==> src/rcl_pkg.sv <==
package rcl_pkg;
  localparam int RCL_CLK_MHZ = 100;
  localparam int RCL_RELEASE_CLKS = 17;
  localparam int RCL_SAMPLE_CLKS = 5;
  localparam int RCL_CNT_W = 5;
  localparam logic [RCL_CNT_W-1:0] RCL_RELEASE_CNT = 5'h11;
  localparam logic [RCL_CNT_W-1:0] RCL_SAMPLE_CNT = 5'h05;
  localparam int RCL_BIT_MIN_BUS = 0;
  localparam int RCL_BIT_VEC_HIGH = 1;
  localparam int RCL_BIT_BURST_LAST = 2;
  localparam int RCL_BIT_BOOT_ASYNC = 3;
  localparam int RCL_BIT_BOOT_32 = 4;
  localparam int RCL_BIT_CHAIN0 = 5;
  localparam int RCL_BIT_WAIT_LO = 6;
  localparam int RCL_BIT_IMEM_LO = 9;
  localparam int RCL_BIT_LMEM_LO = 11;
  localparam int RCL_BIT_CHAIN1 = 13;
  localparam int RCL_BIT_ATTR = 14;
  localparam int RCL_BIT_WRBURST = 15;
  localparam int RCL_BIT_DBGTRK = 16;
  localparam int RCL_BIT_HSHAKE = 17;
  localparam int RCL_BIT_ARB = 18;
  localparam int RCL_BIT_PLL_WAIT = 19;
  localparam int RCL_BIT_CHAIN2 = 21;
  localparam int RCL_BIT_LMEM_EN = 24;
  localparam int RCL_BIT_PORT_REPL = 25;
  localparam int RCL_BIT_ADDR_HI = 26;
  localparam logic [31:0] RCL_DEFAULT_3V = 32'hc507dc99;
  localparam logic [31:0] RCL_DEFAULT_TTL = 32'hc50fdbcb;
  localparam logic [31:0] RCL_RESERVED_MASK = 32'h38d00000;
  typedef enum logic [1:0] {
    RCL_ST_HOLD = 2'b00,
    RCL_ST_COUNT = 2'b01,
    RCL_ST_RUN = 2'b11
  } rcl_state_t;
endpackage

==> src/rcl_decode.sv <==
`timescale 1ns/1ps
`default_nettype none
module rcl_decode
  import rcl_pkg::*;
(
  input wire logic [31:0] cfg_word,
  output logic min_bus_mode,
  output logic [31:0] vector_base,
  output logic burst_last_timing,
  output logic boot_chip_select_async,
  output logic boot_chip_select_32bit,
  output logic [2:0] boot_wait_states,
  output logic [1:0] instruction_memory_base,
  output logic [1:0] load_memory_base,
  output logic [4:0] bus_pin_enable,
  output logic lbus_memory_enable,
  output logic port_replacement_mode,
  output logic addr_hi_enable
);
  // Field split of the latched word; reserved bits are not looked at.
  assign min_bus_mode = cfg_word[RCL_BIT_MIN_BUS];
  assign vector_base = cfg_word[RCL_BIT_VEC_HIGH] ? 32'hffff0000 : 32'h00000000;
  assign burst_last_timing = cfg_word[RCL_BIT_BURST_LAST];
  assign boot_chip_select_async = cfg_word[RCL_BIT_BOOT_ASYNC];
  assign boot_chip_select_32bit = cfg_word[RCL_BIT_BOOT_32];
  // Multi-bit fields except bus_pin_enable take their lowest-numbered bit as the most significant one.
  assign boot_wait_states = {cfg_word[RCL_BIT_WAIT_LO], cfg_word[RCL_BIT_WAIT_LO + 1],
                             cfg_word[RCL_BIT_WAIT_LO + 2]};
  assign instruction_memory_base = {cfg_word[RCL_BIT_IMEM_LO],
                                    cfg_word[RCL_BIT_IMEM_LO + 1]};
  assign load_memory_base = {cfg_word[RCL_BIT_LMEM_LO],
                             cfg_word[RCL_BIT_LMEM_LO + 1]};
  assign bus_pin_enable = cfg_word[RCL_BIT_ATTR +: 5];
  assign addr_hi_enable = cfg_word[RCL_BIT_ADDR_HI];
  assign lbus_memory_enable = cfg_word[RCL_BIT_LMEM_EN];
  assign port_replacement_mode = cfg_word[RCL_BIT_PORT_REPL];
endmodule
`default_nettype wire

==> src/rcl_reset_config.sv <==
`timescale 1ns/1ps
`default_nettype none
module rcl_reset_config
  import rcl_pkg::*;
#(
  parameter bit TTL_VARIANT = 1'b0
)(
  input wire logic sys_clk,
  input wire logic rst_b,
  input wire logic ext_reset_n,
  input wire logic int_reset_req,
  input wire logic supply_sense_strap,
  input wire logic clock_mode_strap,
  input wire logic debug_input_strap,
  input wire logic debug_clock_strap,
  input wire logic [31:0] data_in,
  input wire logic bus_grant_n,
  input wire logic pll_locked,
  input wire logic timebase_expired,
  output logic reset_output_n,
  output logic debug_enable,
  output logic bus_config_mode,
  output logic [31:0] config_word,
  output logic min_bus_mode,
  output logic [31:0] vector_base,
  output logic burst_last_timing,
  output logic boot_chip_select_async,
  output logic boot_chip_select_32bit,
  output logic [2:0] boot_wait_states,
  output logic [1:0] instruction_memory_base,
  output logic [1:0] load_memory_base,
  output logic [4:0] bus_pin_enable,
  output logic lbus_memory_enable,
  output logic port_replacement_mode,
  output logic addr_hi_enable
);
  localparam logic [31:0] DEFAULT_WORD = TTL_VARIANT ? RCL_DEFAULT_TTL : RCL_DEFAULT_3V;

  logic [39:0] sync_bus;
  logic ext_n_s;
  logic int_req_s;
  logic sense_s;
  logic clkmode_s;
  logic dsi_s;
  logic dck_s;
  logic grant_n_s;
  logic lock_s;
  logic [31:0] data_s;
  rcl_state_t state_q;
  logic [RCL_CNT_W-1:0] rel_cnt_q;
  logic [RCL_CNT_W-1:0] smp_cnt_q;
  logic ext_n_d1_q;
  logic [31:0] cfg_bus_q;
  logic [31:0] cfg_hold_q;
  logic dsi_q;
  logic dck_q;
  logic rel_ok;
  logic latch_now;
  logic ext_neg;

  rcl_sync #(.WIDTH(40)) u_sync (
    .sys_clk(sys_clk),
    .rst_b(rst_b),
    .async_in({ext_reset_n, int_reset_req, supply_sense_strap, clock_mode_strap,
               debug_input_strap, debug_clock_strap, bus_grant_n, pll_locked, data_in}),
    .sync_out(sync_bus)
  );
  assign {ext_n_s, int_req_s, sense_s, clkmode_s, dsi_s, dck_s, grant_n_s, lock_s} =
    sync_bus[39:32];
  assign data_s = sync_bus[31:0];

  // Builds the word from the pins, chaining groups on bits 5, 13 and 21.
  function automatic logic [31:0] rcl_merge(input logic [31:0] pins, input logic [31:0] dflt);
    logic [31:0] w;
    w = dflt;
    w[5:0] = pins[5:0];
    if (w[RCL_BIT_CHAIN0])
    begin
      w[13:6] = pins[13:6];
    end
    if (w[RCL_BIT_CHAIN0] && w[RCL_BIT_CHAIN1])
    begin
      w[21:14] = pins[21:14];
    end
    if (w[RCL_BIT_CHAIN0] && w[RCL_BIT_CHAIN1] && w[RCL_BIT_CHAIN2])
    begin
      w[31:22] = pins[31:22];
    end
    return w;
  endfunction

  assign ext_neg = ext_n_s && !ext_n_d1_q;

  // Release condition per clock mode, once the 17-clock hold has run out; with PLL wait off in normal mode a time-out releases at any count.
  always_comb
  begin
    rel_ok = 1'b0;
    if (rel_cnt_q >= RCL_RELEASE_CNT)
    begin
      if (sense_s && !clkmode_s)
      begin
        rel_ok = lock_s;
      end
      else if (sense_s && clkmode_s && !cfg_bus_q[RCL_BIT_PLL_WAIT])
      begin
        rel_ok = lock_s;
      end
      else
      begin
        rel_ok = 1'b1;
      end
    end
    if (sense_s && clkmode_s && !cfg_bus_q[RCL_BIT_PLL_WAIT] && timebase_expired)
    begin
      rel_ok = 1'b1;
    end
  end

  always_ff @(posedge sys_clk or negedge rst_b)
  begin
    if (!rst_b)
    begin
      ext_n_d1_q <= 1'b0;
    end
    else
    begin
      ext_n_d1_q <= ext_n_s;
    end
  end

  // Reset sequencer; an external reset at any point restarts the flow.
  always_ff @(posedge sys_clk or negedge rst_b)
  begin
    if (!rst_b)
    begin
      state_q <= RCL_ST_HOLD;
      rel_cnt_q <= '0;
    end
    else if (!ext_n_s)
    begin
      state_q <= RCL_ST_HOLD;
      rel_cnt_q <= '0;
    end
    else
    begin
      case (state_q)
        RCL_ST_HOLD:
        begin
          state_q <= RCL_ST_COUNT;
          rel_cnt_q <= 5'h01;
        end
        RCL_ST_COUNT:
        begin
          if (rel_cnt_q < RCL_RELEASE_CNT)
          begin
            rel_cnt_q <= rel_cnt_q + 5'h01;
          end
          if (rel_ok)
          begin
            state_q <= RCL_ST_RUN;
          end
        end
        RCL_ST_RUN:
        begin
          if (int_req_s)
          begin
            state_q <= RCL_ST_COUNT;
            rel_cnt_q <= '0;
          end
        end
        default:
        begin
          state_q <= RCL_ST_HOLD;
        end
      endcase
    end
  end

  always_ff @(posedge sys_clk or negedge rst_b)
  begin
    if (!rst_b)
    begin
      reset_output_n <= 1'b0;
    end
    else
    begin
      reset_output_n <= (state_q == RCL_ST_RUN) && ext_n_s && !(int_req_s);
    end
  end

  // Counts to the sampling point: after pin negation or reset output assertion.
  always_ff @(posedge sys_clk or negedge rst_b)
  begin
    if (!rst_b)
    begin
      smp_cnt_q <= '0;
    end
    else if (!ext_n_s || (reset_output_n && int_req_s))
    begin
      smp_cnt_q <= '0;
    end
    else if (!reset_output_n && smp_cnt_q <= RCL_SAMPLE_CNT)
    begin
      smp_cnt_q <= smp_cnt_q + 5'h01;
    end
  end

  assign latch_now = !reset_output_n && (smp_cnt_q == RCL_SAMPLE_CNT) && !ext_neg;

  always_ff @(posedge sys_clk or negedge rst_b)
  begin
    if (!rst_b)
    begin
      dsi_q <= 1'b0;
      dck_q <= 1'b0;
    end
    else
    begin
      if (latch_now)
      begin
        dsi_q <= dsi_s;
      end
      if (!reset_output_n)
      begin
        dck_q <= dck_s;
      end
    end
  end

  assign debug_enable = dck_q;
  assign bus_config_mode = dsi_q;

  // Internal configuration bus: default until a pin word is latched.
  always_ff @(posedge sys_clk or negedge rst_b)
  begin
    if (!rst_b)
    begin
      cfg_bus_q <= DEFAULT_WORD;
    end
    else if (latch_now)
    begin
      if (dsi_s && !grant_n_s)
      begin
        cfg_bus_q <= rcl_merge(data_s, DEFAULT_WORD);
      end
      else
      begin
        cfg_bus_q <= DEFAULT_WORD;
      end
    end
  end

  // Functions capture on the negation of the internal reset and then hold.
  always_ff @(posedge sys_clk or negedge rst_b)
  begin
    if (!rst_b)
    begin
      cfg_hold_q <= DEFAULT_WORD & ~RCL_RESERVED_MASK;
    end
    else if (!reset_output_n && state_q == RCL_ST_RUN)
    begin
      cfg_hold_q <= cfg_bus_q & ~RCL_RESERVED_MASK;
    end
  end

  assign config_word = cfg_hold_q;

  rcl_decode u_decode (
    .cfg_word(cfg_hold_q),
    .min_bus_mode(min_bus_mode),
    .vector_base(vector_base),
    .burst_last_timing(burst_last_timing),
    .boot_chip_select_async(boot_chip_select_async),
    .boot_chip_select_32bit(boot_chip_select_32bit),
    .boot_wait_states(boot_wait_states),
    .instruction_memory_base(instruction_memory_base),
    .load_memory_base(load_memory_base),
    .bus_pin_enable(bus_pin_enable),
    .lbus_memory_enable(lbus_memory_enable),
    .port_replacement_mode(port_replacement_mode),
    .addr_hi_enable(addr_hi_enable)
  );
endmodule
`default_nettype wire

==> src/rcl_sync.sv <==
`timescale 1ns/1ps
`default_nettype none
module rcl_sync
  import rcl_pkg::*;
#(
  parameter int WIDTH = 1
)(
  input wire logic sys_clk,
  input wire logic rst_b,
  input wire logic [WIDTH-1:0] async_in,
  output logic [WIDTH-1:0] sync_out
);
  logic [WIDTH-1:0] meta_q;

  always_ff @(posedge sys_clk or negedge rst_b)
  begin
    if (!rst_b)
    begin
      meta_q <= '0;
      sync_out <= '0;
    end
    else
    begin
      meta_q <= async_in;
      sync_out <= meta_q;
    end
  end
endmodule
`default_nettype wire

==> config.mk <==
export PLATFORM = sky130hd
export DESIGN_NAME = rcl_reset_config
export DESIGN_NICKNAME = d
export VERILOG_FILES = /design/src/rcl_pkg.sv /design/src/rcl_decode.sv /design/src/rcl_reset_config.sv /design/src/rcl_sync.sv
export SDC_FILE = /design/constraint.sdc
export NUM_CORES = 1
export LEC_CHECK = 0
export BUFFER_PORTS_ARGS = -buffer_cell sky130_fd_sc_hd__buf_2
export CELL_PAD_IN_SITES_DETAIL_PLACEMENT = 2
export CELL_PAD_IN_SITES_GLOBAL_PLACEMENT = 2
export CORE_MARGIN = 1
export CORE_UTILIZATION = 33
export CTS_CLUSTER_DIAMETER = 30
export DETAILED_ROUTE_END_ITERATION = 8
export PLACE_DENSITY = 0.72
export SYNTH_ARGS = -nofsm -noshare
export SYNTH_HDL_FRONTEND = slang
export SYNTH_HIERARCHICAL = 1
export SYNTH_SLANG_ARGS = --single-unit
==> constraint.sdc <==
create_clock -name sys_clk -period 1.57 [get_ports sys_clk]
set_input_delay 0.157 -clock sys_clk [delete_from_list [all_inputs] [get_ports sys_clk]]
set_output_delay 0.157 -clock sys_clk [all_outputs]
set_load 0.05 [all_outputs]
## Word-level counts from Yosys, hierarchy flattened

Index checks and enable logic that the tools add are counted.

| word-level totals | value |
|---|---|
| bits in registers | 154 |
| input port bits | 43 |
| output and inout bits | 86 |
| word-level logic and storage cells | 74 |

| operators by class | value |
|---|---|
| add/sub/neg operators | 2 |
| order comparisons | 3 |
| equal/unequal tests | 7 |
| mux-type cells | 23 |
| reduce and logical (&&, ||, !) cells | 28 |

Operators by type and width:

| operator | count |
|---|---|
| 2-to-1 mux 32 bit | 2 |
| 2-to-1 mux 8 bit | 6 |
| 2-to-1 mux 5 bit | 5 |
| logical AND 1 bit | 15 |
| case mux 5 bit (3 select lines) | 1 |
| adder 5 x 1 -> 5 bit (second input constant) | 2 |
| 2-to-1 mux 10 bit | 1 |
| inequality test 3 bit (second input constant) | 3 |
| zero test 1 bit | 8 |
| 2-to-1 mux 2 bit | 3 |
| case mux 2 bit (3 select lines) | 1 |
| == test 5 x 3 -> 1 bit (second input constant) | 1 |
| greater-or-equal comparator 5 bit (second input constant) | 1 |
| <= comparator 5 x 3 -> 1 bit (second input constant) | 1 |
| less-than comparator 5 bit (second input constant) | 1 |
| 2-to-1 mux 1 bit | 4 |
| inequality test 4 bit (second input constant) | 1 |
| AND reduction 3 bit | 1 |
| == test 2 x 1 -> 1 bit (second input constant) | 1 |
| == test 2 bit (second input constant) | 1 |
| zero test 2 bit | 1 |
| AND reduction 2 bit | 1 |
| nonzero test 2 bit | 1 |
| logical OR 1 bit | 1 |

## Longest topological paths before layout

Gate-level depths: netlist of run 1.

| logic depth | value |
|---|---|
| depth after elaboration | 12 |
| mapped depth | 6 |
| depth with buffers taken out | 5 |

## Modules after synthesis

Netlist of run 1, hierarchy kept.

By module, submodules not included:

| module | instances | cells an instance | area each (um2) | seq. area each (um2) |
|---|---|---|---|---|
| rcl_reset_config | 1 | 247 | 3131.8 | 1741.7 |
| rcl_sync | 1 | 80 | 2001.9 | 2001.9 |
| rcl_decode | 1 | 52 | 386.6 | 0.0 |

## Least setup slack after synthesis of run 1

OpenSTA, ideal clock, no wires.

| timing | value |
|---|---|
| kind | register to register |
| start | reg reset_output_n |
| end | reg dsi_q (netlist: bus_config_mode) |
| setup time | 0.125 ns |
| data arrival time | 1.653 ns |
| required time | 1.445 ns |
| setup slack | -0.208 ns |
| stages on the path, launching flop included | 6 |
| path buffers | 2 |
| period minus slack after synthesis | 1.778 ns |
| path through | dfrtp_1 > nor3_4 > o2111a_1 > buf_6 > buf_12 > mux2_4 |

| between the ends | value |
|---|---|
| word-level cells in the longest chain between the ends | 3 |

Ends and longest elaborated chain:

| item | line | RTL |
|---|---|---|
| from (decl) | rcl_reset_config.sv:20 | `output logic reset_output_n,` |
| from (signal assigned) | rcl_reset_config.sv:187 | `reset_output_n <= (state_q == RCL_ST_RUN) && ext_n_s && !(int_req_s);` |
| zero test 1 bit | rcl_reset_config.sv:208 | `assign latch_now = !reset_output_n && (smp_cnt_q == RCL_SAMPLE_CNT) && !ext_neg;` |
| logical AND 1 bit (2 in series) | rcl_reset_config.sv:208 |  |
| to (signal assigned) | rcl_reset_config.sv:221 | `dsi_q <= dsi_s;` |
| to (decl) | rcl_reset_config.sv:55 | `logic dsi_q;` |

Every way passes these cells.
A chain may end at the register's enable or synchronous reset.

## Worst setup path after layout of run 1

| timing | value |
|---|---|
| start | reg smp_cnt_q[1] |
| end | reg cfg_bus_q[6] |

| between the ends | value |
|---|---|
| word-level cells in the longest chain between the ends | 3 |

Ends and longest elaborated chain:

| item | line | RTL |
|---|---|---|
| from (decl) | rcl_reset_config.sv:51 | `logic [RCL_CNT_W-1:0] smp_cnt_q;` |
| from (signal assigned) | rcl_reset_config.sv:204 | `smp_cnt_q <= smp_cnt_q + 5'h01;` |
| == test 5 x 3 -> 1 bit | rcl_reset_config.sv:208 |  |
| logical AND 1 bit (2 in series) | rcl_reset_config.sv:208 |  |
| to (signal assigned) | rcl_reset_config.sv:244 | `cfg_bus_q <= rcl_merge(data_s, DEFAULT_WORD);` |
| to (decl) | rcl_reset_config.sv:53 | `logic [31:0] cfg_bus_q;` |

Every way passes these cells.

==> results of run 1 <==
==> power by group through the flow <==
stage                     clock (µW)  combinational [µW]  sequential, µW
after floorplan                    0                1190            4830
after global placement             0                1830            4450
after detailed placement           0                1890            4490
after CTS                       4180                1960            4430
after global routing            4310                2070            4480
final                           4070                1960            4410
==> registers in the layout, indices dropped and copies added, names as in the netlist <==
name and cells:
smp_cnt_q 5, rel_cnt_q 5, debug_enable 1, reset_output_n 1, ext_n_d1_q 1, state_q 2, u_sync/meta_q 34, config_word 26
cfg_bus_q 26, bus_config_mode 1, u_sync/sync_out 34
==> metrics by stage <==
step                      utilization [%]  area, µm²
after floorplan                         -       5300
after global placement               37.3       5720
after detailed placement             37.3       5720
after CTS                            43.6       6680
after global routing                 44.1       6750
final                                44.1       6750
==> layout make-up <==
| type | count | area [µm²] | share of cell area [%] |
|---|---|---|---|
| clock buffers | 22 | 464 | 6.88 |
| clock inverters | 10 | 143 | 2.11 |
| inverters | 15 | 56.3 | 0.834 |
| multi-input cells | 169 | 1310 | 19.4 |
| flip-flops and latches | 136 | 3450 | 51.1 |
| well taps | 211 | 264 | 3.91 |
| repair buffers | 151 | 1060 | 15.8 |
==> repair_timing <==
| action | in CTS | in global routing |
|---|---|---|
| pin swaps | 0 | 0 |
| endpoints found under the hold margin | 72 | 0 |
| cloned | 0 | 0 |
| resized for setup | 2 | 6 |
| setup buffers | 0 | 3 |
| endpoints found under the setup margin | 5 | 25 |
| hold buffers | 35 | 0 |
==> path summary, 6_finish.rpt <==
| check | from | end | slack (ns) | depth (start not counted) |
|---|---|---|---|---|
| worst max-delay path | smp_cnt_q[1] | cfg_bus_q[6] | 0.05 | 5 |
| worst max register to register | smp_cnt_q[1] | cfg_bus_q[6] | 0.05 | 5 |
| max in group asynchronous | rst_b | config_word[18] | 0.68 | 3 |
| worst min register to register | u_sync/meta_q[38] | u_sync/sync_out[38] | 0.35 | 0 |
| worst min-delay path | timebase_expired | state_q[1] | 0.14 | 3 |
| min in group asynchronous | rst_b | cfg_bus_q[25] | 0.21 | 2 |
==> layer usage <==
layer,global-route usage (%),vias to the layer above
met5,0,-
met4,7.06,0
met3,4.17,20
met2,26.8,104
met1,16.3,1579
li1,-,1398
==> worst reg2reg max path: cells and delay by family, from the launching register on <==
family / cells / cell delay, ns
DFF: 1 / 0.38
adders and majority gates: 1 / 0.17
buffers and inverters: 2 / 0.24
muxes: 1 / 0.34
AOI/OAI and AO/OA: 1 / 0.28
==> results summary, run 1 <==
The worst hold path belongs to the class in2reg. The post-route antenna net violation count came out at 0. The number of violations reported at the end of detailed-routing iteration 0 is 118. The non-filler instance count after layout came out at 714.

The die height is 128 µm. The clock tree from TritonCTS is yes. The number of port buffers came out at 100. The effective utilization at floorplan came out at 34.1%. The analysis attributes to net switching a power of 3060 µW. The launching element type of the critical path is a flip-flop. The share of total power consumed by net switching is 29.3%. The count of standard-cell rows is 45. The share of the cycle needed by the critical path after routing is 96.9%. The TritonCTS sink count came out at 136. The synthesized area per cell is 14.2 µm². The root buffer cell chosen for the clock tree is sky130_fd_sc_hd__clkbuf_16.

The core region is 15300 µm². The critical path is of the reg2reg type. The number of levels in the clock H-tree came out at 4. The power density of the placed cells is 1550 nW/µm². Across the run, the number of max-cap violations was 0. The count of warnings emitted by yosys is 6. The share of power burned in registers came out at 42.3%.

The worst path required time came out at 1.87 ns. The length of routed met3 wiring came out at 489 µm. The remaining global-route overflow came out at 0. The peak clock frequency supported by timing is 657 MHz. The number of pins exceeding their max-slew limit in the final report was 0. The maximum number of pins on one net before global-route repair is 52. Counting both buffers and inverters, the worst setup path holds a total of 2.

The final-layout fill cell count came out at 1530. The highest cell delay on the worst timing path came out at 0.38 ns. The count of vias placed by the detailed router came out at 3101. The first-pass iteration count of the detailed router came out at 4. The die covers 16300 µm². The arrival time of data at the critical path endpoint is 1.82 ns. The largest voltage drop on the vdd net came out at 0.000794 V. The average wire per cell in the routed design came out at 15.7 µm.

The wire length of the first global-routing pass is 17900 µm. The final hold slack came out at 0.136 ns. In the final timing run, aggregate negative setup slack is 0 ns. The detailed placer's ending HPWL is 7400 µm. The cell area after synthesis came out at 5220 µm². The signal on the critical path passes through inv_1, ha_2, o2111a_2, buf_12, mux2_2.

The post-detailed-routing wire length came out at 11200 µm. The clock latency of the later-clocked register in the worst-skew pair is 0.42 ns. The top cell types in the final layout, fill and taps aside, are sky130_fd_sc_hd__dfrtp_1, sky130_fd_sc_hd__buf_2, sky130_fd_sc_hd__dlygate4sd3_1.

For the final database, setup skew stands at 0.00787 ns. The antenna diode instance count is 0. The uppermost layer routed is met4.

The routed length on met1 is 4340 µm. The number of clock buffers inserted by TritonCTS came out at 17. The number of DRC violations after detailed routing is 0. The layout-stage area growth over the synthesis result is 29.3%.

Combinational logic is responsible for 18.7% of the overall power. The final net count is 537. The clock input transition at the sequential cells of the worst setup and hold paths came out at 0.06 ns. The met2 wirelength from detailed routing came out at 6160 µm.

The total power of the final layout came out at 10400 µW. The routability-driven placement congestion ratio is 0.756. In the final layout, the share of cells above drive strength 1 is 43.9%.

The dominant delay contributor by cell family on the critical path is flip-flops. The hold violation total from the final report came out at 0. The maximum net fanout on the critical path came out at 12. The maximum count of clock buffers along a single path is 2.

The total I/O pin count came out at 129. The commonest non-fill, non-tap cell in the layout is sky130_fd_sc_hd__dfrtp_1. The number of setup violations in the final report is 0. The initial antenna violation count was 0. The floorplan step set the die width to 128 µm. Of the total power, the clock network draws 39.0%.

The internal power contribution came out at 7380 µW. The static leakage is 0.00324 µW. STA classifies the critical path endpoint as a flip-flop. Global routing consumed, over all layers together, 14.9% of the routing resources. The cell count after synthesis is 367. The least setup slack across all paths after layout is 0.0480 ns. The cell total after placement came out at 644. The flow ran to the end, and the final reports show no timing, DRC or antenna violations. The number of global-route vias before repair is 3360. For this design, the slowest cell found on the critical path is sky130_fd_sc_hd__dfrtp_1. The worst setup slack after placement came out at -0.0451 ns. The final critical-path required period came out at 1.52 ns. Using the TritonRoute via totals, the vias-per-cell ratio works out to 4.34.
No activity file was read; power rests on OpenSTA's default activity.
==> run 2, diff against run 1 <==
--- a/config.mk
+++ b/config.mk
@@ -13,6 +13,7 @@
 export CTS_CLUSTER_DIAMETER = 30
 export DETAILED_ROUTE_END_ITERATION = 8
 export PLACE_DENSITY = 0.72
+export RECOVER_POWER = 50
 export SYNTH_ARGS = -nofsm -noshare
 export SYNTH_HDL_FRONTEND = slang
 export SYNTH_HIERARCHICAL = 1
==> results summary, run 2 (same netlist as run 1, synthesis figures left out) <==
The flow ran to the end, and the final reports show no timing, DRC or antenna violations. In this run the worst setup path terminates at cfg_bus_q[6]. The total I/O pin count came out at 129.

The layout-stage area growth over the synthesis result is 29.0%. Cells fill 44.0% of the core in the end. Global routing used 14.9% of the available tracks. The number of violations reported at the end of detailed-routing iteration 0 came out at 120. The number of setup violations in the final report is 0.

Static timing analysis puts the maximum clock frequency at 657 MHz. The first global-routing pass estimated 17900 µm of wire. Clock skew on the completed layout was measured at 0.00763 ns. The remaining global-route overflow came out at 0. Leaving out fill and tap cells, the most frequent cell in the layout is sky130_fd_sc_hd__dfrtp_1.

The clock tree from TritonCTS is yes. The filler cells instantiated in the layout total 1530. The non-filler instance count after layout came out at 714.

The cell total after placement is 644. The largest registers in the layout are u_sync/meta_q (34), u_sync/sync_out (34). The finished layout cell area is 6730 µm². The die footprint came out at 16300 µm². The post-route antenna net violation count is 0. The routability-driven placement congestion ratio came out at 0.756. The startpoint identified for the worst register-to-register timing path is smp_cnt_q[1].

During placement, the flow inserted port buffers numbering 100. The worst min-delay path category is in2reg. The floorplan step set the die width to 128 µm.

The number of buffers and inverters on the critical path is 2. The final net count came out at 537. The number of global-route vias before repair is 3360. The cell with the biggest individual delay on the critical path is sky130_fd_sc_hd__dfrtp_1. The first-pass iteration count of the detailed router came out at 4. The routed layout has 3097 vias.

The highest cell delay on the worst timing path came out at 0.38 ns. The number of DRC violations after detailed routing came out at 0. The number of levels in the clock H-tree is 4. The relative slew slack came out at 30.3%.

The number of maximum-capacitance violations came out at 0. In this run the power density over the cells is 1550 nW/µm². The transition at the pin with the smallest max-transition slack came out at 1.05 ns. The total power of the final layout is 10400 µW. In the layout the commonest cells are sky130_fd_sc_hd__dfrtp_1, sky130_fd_sc_hd__buf_2, sky130_fd_sc_hd__dlygate4sd3_1. The hold violation total from the final report came out at 0. The kind of cell with the highest combined delay along the critical path is flip-flops. The master cell of the clock root buffer is sky130_fd_sc_hd__clkbuf_16. The clock input transition at the sequential cells of the worst setup and hold paths is 0.06 ns.

The arrival time of data at the critical path endpoint is 1.82 ns. The maximum count of clock buffers along a single path came out at 2. The maximum net fanout on the critical path is 12. Dividing the detail-routed via count by the number of cells gives 4.34. 0 antenna diodes ended up in the layout. The post-detailed-routing wire length is 11200 µm. STA classifies the critical path endpoint as a flip-flop. The share of post-route cells with drive strength above 1 is 43.1%. The TritonCTS sink count came out at 136.

STA classifies the critical path startpoint as a flip-flop. Once the floorplan was initialized, standard cells occupied 34.1% of the core. The final critical-path required period is 1.52 ns. Tracing the worst setup path back leads to its startpoint at smp_cnt_q[1]. The largest voltage drop on the vdd net came out at 0.000801 V. The critical path is of the reg2reg type.

The static leakage came out at 0.00323 µW. The number of clock buffers inserted by TritonCTS came out at 17. The area of the core region came out at 15300 µm².

The die height is 128 µm. The initial antenna violation count is 0. After detailed routing, the average wire length per cell comes to 15.7 µm. The clock latency of the later-clocked register in the worst-skew pair is 0.42 ns. The count of standard-cell rows came out at 45. The worst path required time came out at 1.87 ns. Traced cell by cell, the critical path runs through inv_1, ha_2, o2111a_2, buf_12, mux2_2.

The cell area after placement is 5720 µm². The endpoint identified for the worst register-to-register timing path is cfg_bus_q[6]. Hold is met by 0.136 ns. The detailed placer's ending HPWL is 7400 µm. The setup slack on the worst flop-to-flop path is 0.05 ns. Measured in cells, the most critical reg-to-reg path has a length of 5.

Entering global routing, the biggest net connects 52 pins. The logic depth of the worst setup path including buffers is 5. The number of pins exceeding their max-slew limit in the final report is 0.

After layout, the worst path uses 96.9% of the clock period.
run 2: cell count changes in the layout (fill, tap and decap cells not counted):
cell | previous run | this run
sky130_fd_sc_hd__buf_12 | 7 | 6
sky130_fd_sc_hd__buf_2 | 99 | 96
sky130_fd_sc_hd__buf_6 | 1 | 0
sky130_fd_sc_hd__buf_8 | 0 | 1
sky130_fd_sc_hd__clkbuf_1 | 3 | 6
sky130_fd_sc_hd__clkbuf_2 | 0 | 1
sky130_fd_sc_hd__dfrtp_1 | 102 | 103
sky130_fd_sc_hd__dfrtp_2 | 2 | 1
run 2: worst min-delay path by stage:
stage | cells past startpoint | slack [ns] | startpoint | endpoint
2_1_floorplan | 0 | -0.14 | rst_b | bus_config_mode
3_3_place_gp | 1 | 0.09 | rst_b | cfg_bus_q[25]
3_5_place_dp | 1 | 0.09 | rst_b | u_sync/sync_out[30]
4_1_cts | 3 | 0.12 | timebase_expired | state_q[1]
5_1_grt | 3 | 0.15 | timebase_expired | state_q[1]
6_report | 3 | 0.14 | timebase_expired | state_q[1]
run 2: metal layers:
metal / GRT usage [%] / vias up / share of wire [%]
li1: - / 1398 / -
met1: 16.3 / 1576 / 39
met2: 26.8 / 104 / 55
met3: 4.17 / 19 / 4.3
met4: 7.06 / 0 / 1.8
met5: 0 / - / 0
run 2: area by class of cell:
type	instances	area, µm²	share of cell area (%)
flip-flops and latches	136	3440	51.2
repair buffers	151	1050	15.6
clock inverters	10	143	2.12
inverters	15	56.3	0.836
well taps	211	264	3.92
clock buffers	22	464	6.90
multi-input cells	169	1310	19.5
run 2: stage by stage:
stage	setup WS (ns)	TNS, ns
detailed placement	-0.0451	-0.0839
global route	-0.00899	-0.00899
floorplan	-0.0439	-0.105
CTS	0.0410	0
finish	0.0480	0
global placement	0.0765	0
run 2: timing repair:
action,CTS,global route
hold endpoints to repair,72,0
resized for setup,2,6
buffers inserted,0,3
setup endpoints to repair,5,25
hold buffers,35,0
run 2: power by group:
part	switching [µW]	internal [µW]	total, µW	leakage, µW
sequential	250	4170	4420	0.00161
combinational	1340	615	1950	0.00132
clock	1480	2590	4070	0.000295
run 2: worst register-to-register path: cells and delay by family, from the launching register on:
family / cells / cell delay (ns)
buffers and inverters: 2 / 0.24
AO/OA/AOI/OAI: 1 / 0.28
multiplexers: 1 / 0.34
flip-flops: 1 / 0.38
adder cells (fa/ha/maj): 1 / 0.17
==> run 3, diff against run 2 <==
--- a/config.mk
+++ b/config.mk
@@ -9,10 +9,10 @@
 export CELL_PAD_IN_SITES_DETAIL_PLACEMENT = 2
 export CELL_PAD_IN_SITES_GLOBAL_PLACEMENT = 2
 export CORE_MARGIN = 1
-export CORE_UTILIZATION = 33
+export CORE_UTILIZATION = 36
 export CTS_CLUSTER_DIAMETER = 30
 export DETAILED_ROUTE_END_ITERATION = 8
-export PLACE_DENSITY = 0.72
+export PLACE_DENSITY = 0.74
 export RECOVER_POWER = 50
 export SYNTH_ARGS = -nofsm -noshare
 export SYNTH_HDL_FRONTEND = slang
==> constraint.sdc (replaced) <==
create_clock -name sys_clk -period 1.6 [get_ports sys_clk]
set_input_delay 0.16 -clock sys_clk [delete_from_list [all_inputs] [get_ports sys_clk]]
set_output_delay 0.16 -clock sys_clk [all_outputs]
set_load 0.05 [all_outputs]
==> results summary, run 3 (same netlist as run 1, synthesis figures left out) <==
The routed layout has 3146 vias. The number of global-route vias before repair came out at 3536. The power density of the placed cells is 1560 nW/µm².

For this run, the post-layout net count is 543. The setup slack on the worst flop-to-flop path came out at 0.05 ns. The number of maximum-capacitance violations came out at 0. The first-pass iteration count of the detailed router came out at 4. In the routed design, unresolved DRC markers number 0. The number of cells on the worst reg-to-reg path is 4. Counting along the longest clock path gives a buffer depth of 2. Setup repair after global routing could not meet its margin everywhere.

The worst clock skew is 0.00645 ns. The wire length of the first global-routing pass is 19000 µm. The post-detailed-routing wire length came out at 11800 µm. Setup violations remaining at the end of the flow were counted as 0.

The die boundary width is 122 µm. The clock tree from TritonCTS is yes. The worst setup path startpoint is smp_cnt_q[3]. The number of port buffers is 100. The post-route antenna net violation count came out at 0. The TritonCTS sink count came out at 136. The startpoint identified for the worst register-to-register timing path is smp_cnt_q[3].

The initial antenna violation count came to 1. The detailed placer's ending HPWL is 7620 µm. Cells with a size suffix above 1 make up 42.6% of the layout. The layout-stage area growth over the synthesis result came out at 28.1%. The kind of capture point of the worst setup path is a flip-flop. Leaving out filler cells and counting taps, the final layout contains 690.

The worst reg2reg path endpoint is cfg_bus_q[9]. The library cell used most frequently in the layout, excluding fill and tap cells, is sky130_fd_sc_hd__dfrtp_1. In this run the worst hold path is classified as in2reg.

The die footprint is 15000 µm². The final critical-path required period is 1.55 ns. The clock reaches the later pin of the worst-skew pair after 0.42 ns. The effective utilization at floorplan is 37.3%. The via density per instance came out at 4.56. The worst setup path is of the reg2reg kind. In the final layout, the registers with the most flip-flops are u_sync/meta_q (34), u_sync/sync_out (34).

In this run, the number of DRC markers left after iteration 0 of detailed routing was 115. The area of the core region is 14000 µm². The final standard cell utilization of the core came out at 47.8%.

The last element of the critical path is cfg_bus_q[9]. The maximum number of pins on one net before global-route repair came out at 50. Global routing consumed, over all layers together, 17.5% of the routing resources.

In the layout the commonest cells are sky130_fd_sc_hd__dfrtp_1, sky130_fd_sc_hd__buf_2, sky130_fd_sc_hd__dlygate4sd3_1. The number of clock buffers inserted by TritonCTS is 17. The number of pins exceeding their max-slew limit in the final report is 0. The maximum net fanout on the critical path is 12. Based on the critical path, the design can be clocked at up to 645 MHz.

Of the available clock period, the critical path in the final layout requires 96.9%. The remaining global-route overflow came out at 0. The master cell of the clock root buffer is sky130_fd_sc_hd__clkbuf_16.

IR analysis of the VDD net gives a maximum drop of 0.000743 V. The clock input transition at the sequential cells of the worst setup and hold paths is 0.06 ns. The transition at the pin with the smallest max-transition slack is 0.685 ns.

The hold violation total from the final report came out at 0. The average wire per cell in the routed design is 17.0 µm. The arrival time of data at the critical path endpoint came out at 1.85 ns.

For the worst setup path, the data required time is 1.90 ns. The total I/O pin count came out at 129. The worst setup path is launched from a flip-flop.

After floorplanning, the core was divided into 43 placement rows. The flow ran to the end, and the final reports show no timing, DRC or antenna violations. The routability-driven placement congestion ratio came out at 0.720. The static leakage is 0.00324 µW. Counting tap cells, the placed design contains a total of 618 instances.

The relative slew slack is 54.3%. Measured along the y axis, the die boundary spans 122 µm. The number of levels in the clock H-tree came out at 4.
[run 3: metrics by stage]
| step | cell area (µm²) | worst slack [ns] | power (µW) | hold WS (ns) | setup TNS, ns |
|---|---|---|---|---|---|
| 3_3_place_gp | 5710 | 0.105 | 6160 | 0.138 | 0 |
| 5_1_grt | 6690 | -0.0270 | 10800 | 0.161 | -0.0792 |
| 3_5_place_dp | 5710 | 0.0479 | 6270 | 0.144 | 0 |
| 6_report | 6690 | 0.0500 | 10400 | 0.131 | 0 |
| 2_1_floorplan | 5300 | -0.0139 | 5900 | -0.136 | -0.0278 |
| 4_1_cts | 6690 | 0.0289 | 10600 | 0.120 | 0 |
[run 3: repair_timing]
item                                    CTS  global route
setup buffers                             0             4
gates resized for setup                   1             2
hold buffers                             35             0
endpoints found under the setup margin    1            25
hold endpoints to repair                 65             0
pin swaps                                 0             0
[run 3: area by class of cell]
class	instances	area, µm²
Fill cell	1381	7300
Sequential cell	136	3450
Multi-Input combinational cell	169	1290
Timing Repair Buffer	157	1030
Clock buffer	24	492
Tap cell	180	225
Clock inverter	8	144
Inverter	15	56.3
Antenna cell	1	2.50
[run 3: metal layers]
layer / share of wire (%) / global-route usage [%] / vias to the layer above / wire length (µm)
li1: - / - / 1410 / -
met1: 41 / 19.9 / 1607 / 4770
met2: 52 / 29.8 / 101 / 6160
met3: 3.8 / 4.46 / 28 / 442
met4: 3.2 / 9.98 / 0 / 380
met5: 0 / 0 / - / 0
[run 3: report_power, final]
part	internal [µW]	switching (µW)	total (µW)
sequential	4090	248	4340
combinational	596	1320	1920
clock	2770	1410	4180
total	7450	2980	10400
[run 3: how the worst min path moves through the flow]
stage | to | slack, ns | cells past startpoint | startpoint
finish | state_q[1] | 0.13 | 3 | timebase_expired
global route | state_q[1] | 0.16 | 3 | timebase_expired
CTS | state_q[1] | 0.12 | 3 | timebase_expired
detailed placement | u_sync/sync_out[7] | 0.14 | 1 | rst_b
global placement | u_sync/sync_out[7] | 0.14 | 1 | rst_b
floorplan | bus_config_mode | -0.14 | 0 | rst_b
[run 3: critical path, stage by stage, from the launching register on]
cell                       delay, ns
sky130_fd_sc_hd__dfrtp_1        0.41
sky130_fd_sc_hd__nor3_4         0.21
sky130_fd_sc_hd__o2111a_2       0.30
sky130_fd_sc_hd__buf_12         0.17
sky130_fd_sc_hd__mux2_2         0.35
